## config.mk

```make
export PLATFORM = sky130hd
export DESIGN_NAME = fsfb_top
export DESIGN_NICKNAME = d
export VERILOG_FILES = /design/src/hw/fsfb_pkg.sv /design/src/hw/fsfb_top.sv
export VERILOG_INCLUDE_DIRS = /design/src /design/src/hw
export SDC_FILE = /design/constraint.sdc
export NUM_CORES = 1
export LEC_CHECK = 0
export BUFFER_PORTS_ARGS = -buffer_cell sky130_fd_sc_hd__buf_2
export CAP_MARGIN = 20
export CORE_MARGIN = 3
export CORE_UTILIZATION = 29
export CTS_CLUSTER_SIZE = 8
export DETAILED_ROUTE_END_ITERATION = 8
export SLEW_MARGIN = 40
export SYNTH_ARGS = -nofsm -noshare
export SYNTH_HDL_FRONTEND = slang
export SYNTH_SLANG_ARGS = --single-unit
```

## constraint.sdc

```tcl
create_clock -name clock_i -period 3.4 [get_ports clock_i]
set_clock_uncertainty 0.1 [all_clocks]
set_input_delay 0.68 -clock clock_i [delete_from_list [all_inputs] [get_ports clock_i]]
set_output_delay 0.68 -clock clock_i [all_outputs]
set_load 0.005 [all_outputs]
```

## src/hw/fsfb_defs.svh

```systemverilog
// Constants of the fault status flag bank
`ifndef FSFB_DEFS_SVH
`define FSFB_DEFS_SVH

// ----------------------------------------
// Flag group widths
// ----------------------------------------
`define FSFB_LOW_W 8
`define FSFB_HIGH_W 5
`define FSFB_TEMP_W 5
`define FSFB_SYNC_W 18

// ----------------------------------------
// Register indices, byte address is four times the index
// ----------------------------------------
`define FSFB_IDX_LOW 10'h0b2
`define FSFB_IDX_HIGH 10'h0b3
`define FSFB_IDX_TEMP 10'h0b4
`define FSFB_IDX_MASK_LOW 10'h0c0
`define FSFB_IDX_MASK_HIGH 10'h0c1
`define FSFB_IDX_MASK_TEMP 10'h0c2

// ----------------------------------------
// Reset values
// ----------------------------------------
`define FSFB_RST_LOW 8'h00
`define FSFB_RST_HIGH 5'h00
`define FSFB_RST_TEMP 5'h00
`define FSFB_RST_SYNC 18'h00000

// ----------------------------------------
// Bus encodings
// ----------------------------------------
`define FSFB_HSIZE_WORD 3'h2
`define FSFB_HTRANS_NONSEQ 2'h2

`endif

```

## src/hw/fsfb_pkg.sv

```systemverilog
// Types of the fault status flag bank
`default_nettype none
`include "fsfb_defs.svh"

package fsfb_pkg;

	// Whole state of the bank
	typedef struct packed {
		logic [`FSFB_SYNC_W-1:0] sync_a;
		logic [`FSFB_SYNC_W-1:0] sync_b;
		logic [`FSFB_SYNC_W-1:0] sync_c;
		logic [`FSFB_LOW_W-1:0] flag_low;
		logic [`FSFB_HIGH_W-1:0] flag_high;
		logic [`FSFB_TEMP_W-1:0] flag_temp;
		logic [`FSFB_LOW_W-1:0] mask_low;
		logic [`FSFB_HIGH_W-1:0] mask_high;
		logic [`FSFB_TEMP_W-1:0] mask_temp;
		logic wr_pend;
		logic [9:0] wr_idx;
		logic [31:0] rdata;
		logic ready;
		logic resp;
		logic irq;
	} fsfb_state_t;

endpackage
`default_nettype wire

```

## src/hw/fsfb_top.sv

```systemverilog
// Sticky rail fault and critical temperature flags behind an AHB-Lite slave
//
// Overview of operation
// - A loss of regulation on aux LDO two, switch A1 or step-down rails six to one sets bits 7..0 of the low register.
// - A loss of regulation on aux LDO one, termination LDO, switch B2, B1 or aux LDO three sets bits 4..0 of the high register.
// - A set fault flag stays one until the host writes one to its bit, which clears it.
// - Reset clears all three flag registers to zero.
// - Each of five temperature sensors sets its own flag once it passes the critical threshold.
// - Temperature bits 4..0 are rest of die, termination LDO, upper right, upper left and lower right.
// - A temperature flag reads one while asserted and clears on reset or when the host writes one to it.
`timescale 1ns/1ns
`default_nettype none
`include "fsfb_defs.svh"

module fsfb_top
	import fsfb_pkg::*;
(
	input wire logic clock_i,
	input wire logic reset_i,
	input wire logic hsel_i,
	input wire logic [31:0] haddr_i,
	input wire logic [1:0] htrans_i,
	input wire logic hwrite_i,
	input wire logic [2:0] hsize_i,
	input wire logic [31:0] hwdata_i,
	input wire logic hready_i,
	output logic [31:0] hrdata_o,
	output logic hreadyout_o,
	output logic hresp_o,
	input wire logic [`FSFB_LOW_W-1:0] rail_fault_low_i,
	input wire logic [`FSFB_HIGH_W-1:0] rail_fault_high_i,
	input wire logic [`FSFB_TEMP_W-1:0] overtemp_i,
	output logic irq_o
);

	// ----------------------------------------
	// State and helpers
	// ----------------------------------------
	fsfb_state_t st_ff;
	fsfb_state_t nxt_st;
	logic [`FSFB_SYNC_W-1:0] ev;
	logic [`FSFB_LOW_W-1:0] ev_low;
	logic [`FSFB_HIGH_W-1:0] ev_high;
	logic [`FSFB_TEMP_W-1:0] ev_temp;
	logic [`FSFB_LOW_W-1:0] clr_low;
	logic [`FSFB_HIGH_W-1:0] clr_high;
	logic [`FSFB_TEMP_W-1:0] clr_temp;
	logic addr_take;
	logic [9:0] addr_idx;

	// Word read mux, unmapped indices read zero
	function automatic logic [31:0] rd_word(input logic [9:0] idx, input fsfb_state_t s);
		logic [31:0] w;
		w = 32'h00000000;
		case (idx)
			`FSFB_IDX_LOW: w[`FSFB_LOW_W-1:0] = s.flag_low;
			`FSFB_IDX_HIGH: w[`FSFB_HIGH_W-1:0] = s.flag_high;
			`FSFB_IDX_TEMP: w[`FSFB_TEMP_W-1:0] = s.flag_temp;
			`FSFB_IDX_MASK_LOW: w[`FSFB_LOW_W-1:0] = s.mask_low;
			`FSFB_IDX_MASK_HIGH: w[`FSFB_HIGH_W-1:0] = s.mask_high;
			`FSFB_IDX_MASK_TEMP: w[`FSFB_TEMP_W-1:0] = s.mask_temp;
			default: w = 32'h00000000;
		endcase
		return w;
	endfunction

	// Monitor event counts once second and third stages agree high
	assign ev = st_ff.sync_b & st_ff.sync_c;
	assign ev_low = ev[`FSFB_LOW_W-1:0];
	assign ev_high = ev[`FSFB_LOW_W+`FSFB_HIGH_W-1:`FSFB_LOW_W];
	assign ev_temp = ev[`FSFB_SYNC_W-1:`FSFB_LOW_W+`FSFB_HIGH_W];

	// Write-one-to-clear strobes, only in a write data phase
	assign clr_low = (st_ff.wr_pend && st_ff.wr_idx == `FSFB_IDX_LOW) ? hwdata_i[`FSFB_LOW_W-1:0] : '0;
	assign clr_high = (st_ff.wr_pend && st_ff.wr_idx == `FSFB_IDX_HIGH) ? hwdata_i[`FSFB_HIGH_W-1:0] : '0;
	assign clr_temp = (st_ff.wr_pend && st_ff.wr_idx == `FSFB_IDX_TEMP) ? hwdata_i[`FSFB_TEMP_W-1:0] : '0;

	// Address phase accepted
	assign addr_take = hsel_i && hready_i && htrans_i == `FSFB_HTRANS_NONSEQ;
	assign addr_idx = haddr_i[11:2];

	// ----------------------------------------
	// Next state
	// ----------------------------------------
	always_comb begin
		nxt_st = st_ff;
		// Three stage capture of the analog monitor pulses
		nxt_st.sync_a = {overtemp_i, rail_fault_high_i, rail_fault_low_i};
		nxt_st.sync_b = st_ff.sync_a;
		nxt_st.sync_c = st_ff.sync_b;
		// zero bits in the write leave flags alone
		nxt_st.flag_low = (st_ff.flag_low & ~clr_low) | ev_low;
		nxt_st.flag_high = (st_ff.flag_high & ~clr_high) | ev_high;
		nxt_st.flag_temp = (st_ff.flag_temp & ~clr_temp) | ev_temp;
		// Mask writes, only the implemented low bits are kept
		if (st_ff.wr_pend) begin
			case (st_ff.wr_idx)
				`FSFB_IDX_MASK_LOW: nxt_st.mask_low = hwdata_i[`FSFB_LOW_W-1:0];
				`FSFB_IDX_MASK_HIGH: nxt_st.mask_high = hwdata_i[`FSFB_HIGH_W-1:0];
				`FSFB_IDX_MASK_TEMP: nxt_st.mask_temp = hwdata_i[`FSFB_TEMP_W-1:0];
				default: nxt_st.wr_idx = st_ff.wr_idx;
			endcase
		end
		// Address phase: writes are applied in the data phase
		nxt_st.wr_pend = addr_take && hwrite_i && hsize_i == `FSFB_HSIZE_WORD;
		nxt_st.wr_idx = addr_take ? addr_idx : st_ff.wr_idx;
		// Read data from the updated flags, so a read right after a clear sees it
		// reserved bits read zero
		nxt_st.rdata = (addr_take && !hwrite_i) ? rd_word(addr_idx, nxt_st) : 32'h00000000;
		// Zero wait states, response always OKAY
		nxt_st.ready = 1'b1;
		nxt_st.resp = 1'b0;
		// Level interrupt while any unmasked flag stands
		nxt_st.irq = |{nxt_st.flag_low & nxt_st.mask_low, nxt_st.flag_high & nxt_st.mask_high,
			nxt_st.flag_temp & nxt_st.mask_temp};
		if (reset_i) begin
			nxt_st.sync_a = `FSFB_RST_SYNC;
			nxt_st.sync_b = `FSFB_RST_SYNC;
			nxt_st.sync_c = `FSFB_RST_SYNC;
			nxt_st.flag_low = `FSFB_RST_LOW;
			nxt_st.flag_high = `FSFB_RST_HIGH;
			nxt_st.flag_temp = `FSFB_RST_TEMP;
			nxt_st.mask_low = `FSFB_RST_LOW;
			nxt_st.mask_high = `FSFB_RST_HIGH;
			nxt_st.mask_temp = `FSFB_RST_TEMP;
			nxt_st.wr_pend = 1'b0;
			nxt_st.wr_idx = 10'h000;
			nxt_st.rdata = 32'h00000000;
			nxt_st.ready = 1'b0;
			nxt_st.resp = 1'b0;
			nxt_st.irq = 1'b0;
		end
	end

	// ----------------------------------------
	// State register
	// ----------------------------------------
	always_ff @(posedge clock_i) begin
		st_ff <= nxt_st;
	end

	// Outputs straight from the state flops
	assign hrdata_o = st_ff.rdata;
	assign hreadyout_o = st_ff.ready;
	assign hresp_o = st_ff.resp; // Kept in a flop like every other output
	assign irq_o = st_ff.irq;
endmodule
`default_nettype wire

```

==> results of run 1 <==
## layout make-up
| cell class | count | share of cell area, % |
|---|---|---|
| clock buffer | 10 | 4.88 |
| clock inverter | 6 | 1.30 |
| tap | 180 | 4.60 |
| sequential | 111 | 45.4 |
| multi-input combinational | 293 | 36.1 |
| timing repair buffer | 68 | 7.61 |
| inverter | 2 | 0.153 |
## power groups by stage
stage	Sequential (µW)	Clock, µW	Combinational, µW
after floorplan	1370	0	80.2
after global placement	1370	0	105
after detailed placement	1370	0	107
after CTS	1340	1070	107
after global routing	1350	1120	121
final	1340	1040	107
## state kept, by name, indices dropped and copies added, names as in the netlist
| register | flops |
|---|---|
| irq_o | 1 |
| hreadyout_o | 1 |
| hrdata_o | 8 |
| st_ff | 101 |
## metrics by stage
stage | total power (µW) | util, % | cells
after floorplan | 1450 | - | 459
after global placement | 1480 | 32.6 | 654
after detailed placement | 1480 | 32.6 | 654
after CTS | 2520 | 34.7 | 670
after global routing | 2590 | 34.7 | 670
final | 2490 | 34.7 | 670
## Yosys cell counts (all sizes together)
| cell type | n | area, µm² |
|---|---|---|
| o21ai | 1 | 5.00 |
| nor2 | 49 | 191 |
| mux2i | 18 | 180 |
| a22oi | 15 | 113 |
| or3b | 1 | 8.76 |
| dfxtp | 111 | 2220 |
| buf | 38 | 282 |
| or2 | 2 | 12.5 |
| o21a | 1 | 7.51 |
| nor4 | 2 | 12.5 |
| or4 | 2 | 15.0 |
| a221oi | 3 | 26.3 |
| o41a | 1 | 11.3 |
| inv | 2 | 7.51 |
| a31oi | 1 | 6.26 |
| nand2 | 26 | 97.6 |
| nand4 | 17 | 128 |
| nand4b | 3 | 26.3 |
| nor3b | 2 | 20.0 |
| and2 | 3 | 18.8 |
| nor3 | 5 | 25.0 |
| o22ai | 19 | 119 |
| and3 | 5 | 31.3 |
| o22a | 4 | 35.0 |
| a21oi | 10 | 50.1 |
| o2111ai | 1 | 8.76 |
| nand4bb | 2 | 22.5 |
| nor2b | 60 | 375 |
| and4bb | 1 | 12.5 |
| conb | 1 | 3.75 |
| and3b | 9 | 78.8 |
| nand3 | 3 | 15.0 |
| and4b | 2 | 20.0 |
| clkbuf | 15 | 56.3 |
## worst register-to-register path, cell delays in order (launching register included)
cell and delay (ps):
dfxtp_1 310, and4bb_1 440, buf_4 270, nand4_1 130
a22oi_1 320, o22ai_1 160, or4_1 560, o41a_1 450
## metal layers
metal / GRT usage, % / wire [µm] / up-vias
met5: 0 / 0 / -
met4: 5.36 / 196 / 0
met1: 15.5 / 4490 / 1400
met2: 18.8 / 4320 / 84
met3: 2.72 / 381 / 16
li1: - / - / 1550
## cells by family after synthesis
logic type,Yosys count,share of synthesized area (%)
simple gates,194,26.2
flops,111,52.4
compound gates,56,8.99
buf+inv,55,8.14
mux,18,4.25
other cells,1,0.0884
## final timing paths
path                                              from               endpoint
worst max-delay path            st_ff[43]$_SDFFE_PP0P_       irq_o$_SDFF_PP0_
worst min register to register   st_ff[118]$_SDFF_PP0_  st_ff[100]$_SDFF_PP0_
worst max register to register  st_ff[43]$_SDFFE_PP0P_       irq_o$_SDFF_PP0_
worst min-delay path             st_ff[118]$_SDFF_PP0_  st_ff[100]$_SDFF_PP0_
==> results.cfg, run 1 <==
[clocking]
holdBufCountCts = 0
cts_buffer_depth = 2
cts_tree = done
htree_levels = 3
numCtsBuffers = 9
clock-root-buffer = clkbuf_16
cts_sinks = 111
clk_latency_ps = 350
cts_resized = 0
path_clk_slew_ps = 80
postCtsSetupBuffers = 0

[setup_path]
path_max_fanout = 14
crit_slowest_cell = or4_1
path_buf_inv = 1
crit_path_end_kind = register
critPathLaunchType = register
rrSetupSlack_ps = 540
rr_worst_depth = 7
critPathTopFamily = simple AND/OR/NAND/NOR gates
critical_path_class = register to register
required_ps = 3540
max_stage_delay_ps = 560
cp.depth = 7
crit_chain = and4bb_1, buf_4, nand4_1, a22oi_1, o22ai_1, or4_1, o41a_1
cp.arrival_ps = 2990

[status]
outcome = finished, final reports clean

[die]
initial_core_util_pct = 30.1
ios = 127
core_um2 = 14100
row_count = 43
die_y_um = 127
die-area_um2 = 16100
die_x_um = 127

[power]
pwr-share-clk_pct = 41.7
p_comb_share_pct = 4.3
p_int_uw = 1910
power_density_nw_per_um2 = 508
p_sw_uw = 575
ir_drop_mv = 0.210
switching_share_pct = 23.1
leakage_uw = 0.00206
power_frac_seq_pct = 54.0

[synth]
ys_seq_area_share_pct = 52.4
synth.distinct_cells = 40
syn-cell-area_um2 = 4240
yosys_register_bits = 111
avgSynthCellArea_um2 = 9.76
synth-warning-count = 0
syn-instance-count = 435

[layout]
mostFrequentLayoutCell = dfxtp_1
layout.nets = 577
layout_common_cells = 111 x dfxtp_1, 60 x nor2b_1, 55 x buf_2
antenna_cells = 0
syn_to_final_growth_pct = 15.4
multi_input_area_um2 = 1770
fillers = 1435
fin_area_um2 = 4900
seq_area_um2 = 2220
drive_gt1_share_pct = 18.6

[sta]
drv_slew = 0
maxSlewHeadroom_pct = 52.5
period_share_pct = 84.0
tns_ps = 0
rsz0062_at_grt = false
setup-violations-final = 0
timing.final.ws_setup_ps = 543
finalHoldViolations = 0
worst_slew_pin_slew_ps = 712
clock.fmax_mhz = 350
hold_ws_ps = 338
fin_crit_ps = 2860

[grt]
grt_max_degree = 72
antenna_found_initial = 0
first_global_vias = 3001
grt_pass1_wl_um = 15300
grt_remaining_overflow = 0
grt_use_total_pct = 11.9

[routing]
drcViolationCount = 0
route.antenna.remaining_nets = 0
vias = 3050
dr.pass1.iters = 4
drt_iter0_drc = 205
wire_per_inst_um = 14.0
wl_um = 9380
viasPerCell = 4.55

[worst_hold_path]
worstHoldPathCells = 1
hp-class = register to register

[placed_design]
dpl_cell_area_um2 = 4590
dp_slack_ps = 555
hpwlAfterDp_um = 6810
routabilityCongestion = 0.892
port_buffers = 55

[run]
maxCapViolCount = 0
Note: power is estimated with default switching activity, not from simulation.
==> inputs of run 2 (changes only) <==
==> constraint.sdc (replaced) <==
create_clock -name clock_i -period 2.4 [get_ports clock_i]
set_clock_uncertainty 0.1 [all_clocks]
set_input_delay 0.48 -clock clock_i [delete_from_list [all_inputs] [get_ports clock_i]]
set_output_delay 0.48 -clock clock_i [all_outputs]
set_load 0.005 [all_outputs]
==> results.cfg, run 2 (synthesized netlist as in run 1, its figures left out) <==
[status]
outcome = finished, violations left
violations = setup timing

[placed_design]
hpwlAfterDp_um = 7320
routabilityCongestion = 0.879
placed_cells = 700
port_buffers = 55

[layout]
final_cells = 715
layout_common_cells = 110 x dfxtp_1, 60 x nor2b_1, 55 x buf_2
mostFrequentLayoutCell = dfxtp_1
fillers = 1403
layout.nets = 623
syn_to_final_growth_pct = 27.6
antenna_cells = 0
largest_reg_flops = 101
drive_gt1_share_pct = 27.9
regMostFlops = st_ff

[clocking]
clk_latency_ps = 350
cts_tree = done
cts_sinks = 111
postCtsSetupBuffers = 0
cts_buffer_depth = 2
htree_levels = 3
path_clk_slew_ps = 70
clock-root-buffer = clkbuf_16
holdBufCountCts = 0
numCtsBuffers = 9

[sta]
setup-violations-final = 1
timing.final.ws_setup_ps = -153
worst_slew_pin_slew_ps = 535
drv_slew = 0
period_share_pct = 106
clock.fmax_mhz = 392
maxSlewHeadroom_pct = 64.0
finalHoldViolations = 0
fin_crit_ps = 2550
rsz0062_at_grt = true

[power]
p_int_uw = 2780
power_density_nw_per_um2 = 658
p_sw_uw = 782
ir_drop_mv = 0.391
p_comb_share_pct = 5.0
power_frac_seq_pct = 53.4
power_uw = 3560
leakage_uw = 0.00225
switching_share_pct = 21.9
pwr-share-clk_pct = 41.6

[run]
maxCapViolCount = 0

[routing]
route.antenna.remaining_nets = 0
met2_length_um = 4700
drt_iter0_drc = 183
vias = 3307
route.met3.wl_um = 468
wl_um = 10100
viasPerCell = 4.63
dr.pass1.iters = 4
top_layer = met4
met1Wirelength_um = 4660
drcViolationCount = 0
wire_per_inst_um = 14.1

[grt]
grt_max_degree = 103
grt_pass1_wl_um = 16400
first_global_vias = 3195
antenna_found_initial = 0
grt_remaining_overflow = 0
grt_use_total_pct = 12.8

[setup_path]
crit_chain = and4bb_1, buf_12, nand4_4, mux2i_1, o22ai_1, or4_4, o41a_1
critical_path_class = register to register
path_buf_inv = 1
critPathTopFamily = simple AND/OR/NAND/NOR gates
cp.arrival_ps = 2680
critPathLaunchType = register
crit_path_end_kind = register
crit_slowest_cell = or4_4
max_stage_delay_ps = 560
path_max_fanout = 9
required_ps = 2520

[die]
initial_core_util_pct = 30.1
die_y_um = 127
ios = 127
die_x_um = 127
die-area_um2 = 16100
core_um2 = 14100
row_count = 43

[worst_hold_path]
hp-class = input pin to register
## run 2: cell types whose count changed in the layout (fill, tap and decap cells not counted), sizes merged
cell    delta
buf       +46
inv        -2
bufinv     +1
## run 2: path summary, 6_finish.rpt
path                               start                     to  slack, ps  cells after the start
setup / recovery  st_ff[38]$_SDFFE_PP0P_       irq_o$_SDFF_PP0_       -150                      7
hold / removal       rail_fault_low_i[3]  st_ff[121]$_SDFF_PP0_        240                      2
setup reg to reg  st_ff[38]$_SDFFE_PP0P_       irq_o$_SDFF_PP0_       -150                      7
hold reg to reg    st_ff[125]$_SDFF_PP0_  st_ff[107]$_SDFF_PP0_        340                      1
## run 2: final cells by class
type,instances,area (µm²),share of cell area [%]
Inverter,2,7.51,0.139
Multi-Input combinational cell,293,1870,34.5
Tap cell,180,225,4.16
Sequential cell,111,2220,41.1
Timing Repair Buffer,114,788,14.6
Clock inverter,5,71.3,1.32
Clock buffer,10,229,4.23
## run 2: routing by layer
metal	up-vias	global-route usage (%)
met1	1554	16.7
met5	-	0
met4	0	5.43
met2	94	20.2
li1	1639	-
met3	20	3.26
## run 2: repair_timing
item | in CTS | in global routing
resized for setup | 13 | 8
pin swaps | 1 | 0
endpoints found under the setup margin | 1 | 1
## run 2: power by group through the flow
stage	logic, µW	clock network (µW)	registers, µW
after floorplan	114	0	1940
after global placement	169	0	1940
after detailed placement	173	0	1940
after CTS	176	1520	1900
after global routing	199	1590	1910
final	177	1480	1900
## run 2: stage by stage
stage | hold WS (ps) | worst slack, ps | TNS [ps] | cell area (µm²) | utilization, %
floorplan | 314 | 42.2 | 0 | 4330 | -
global placement | 320 | -171 | -171 | 5000 | 35.5
detailed placement | 323 | -207 | -207 | 5000 | 35.5
CTS | 222 | -146 | -146 | 5380 | 38.2
global route | 229 | -214 | -214 | 5410 | 38.4
finish | 235 | -153 | -153 | 5410 | 38.4
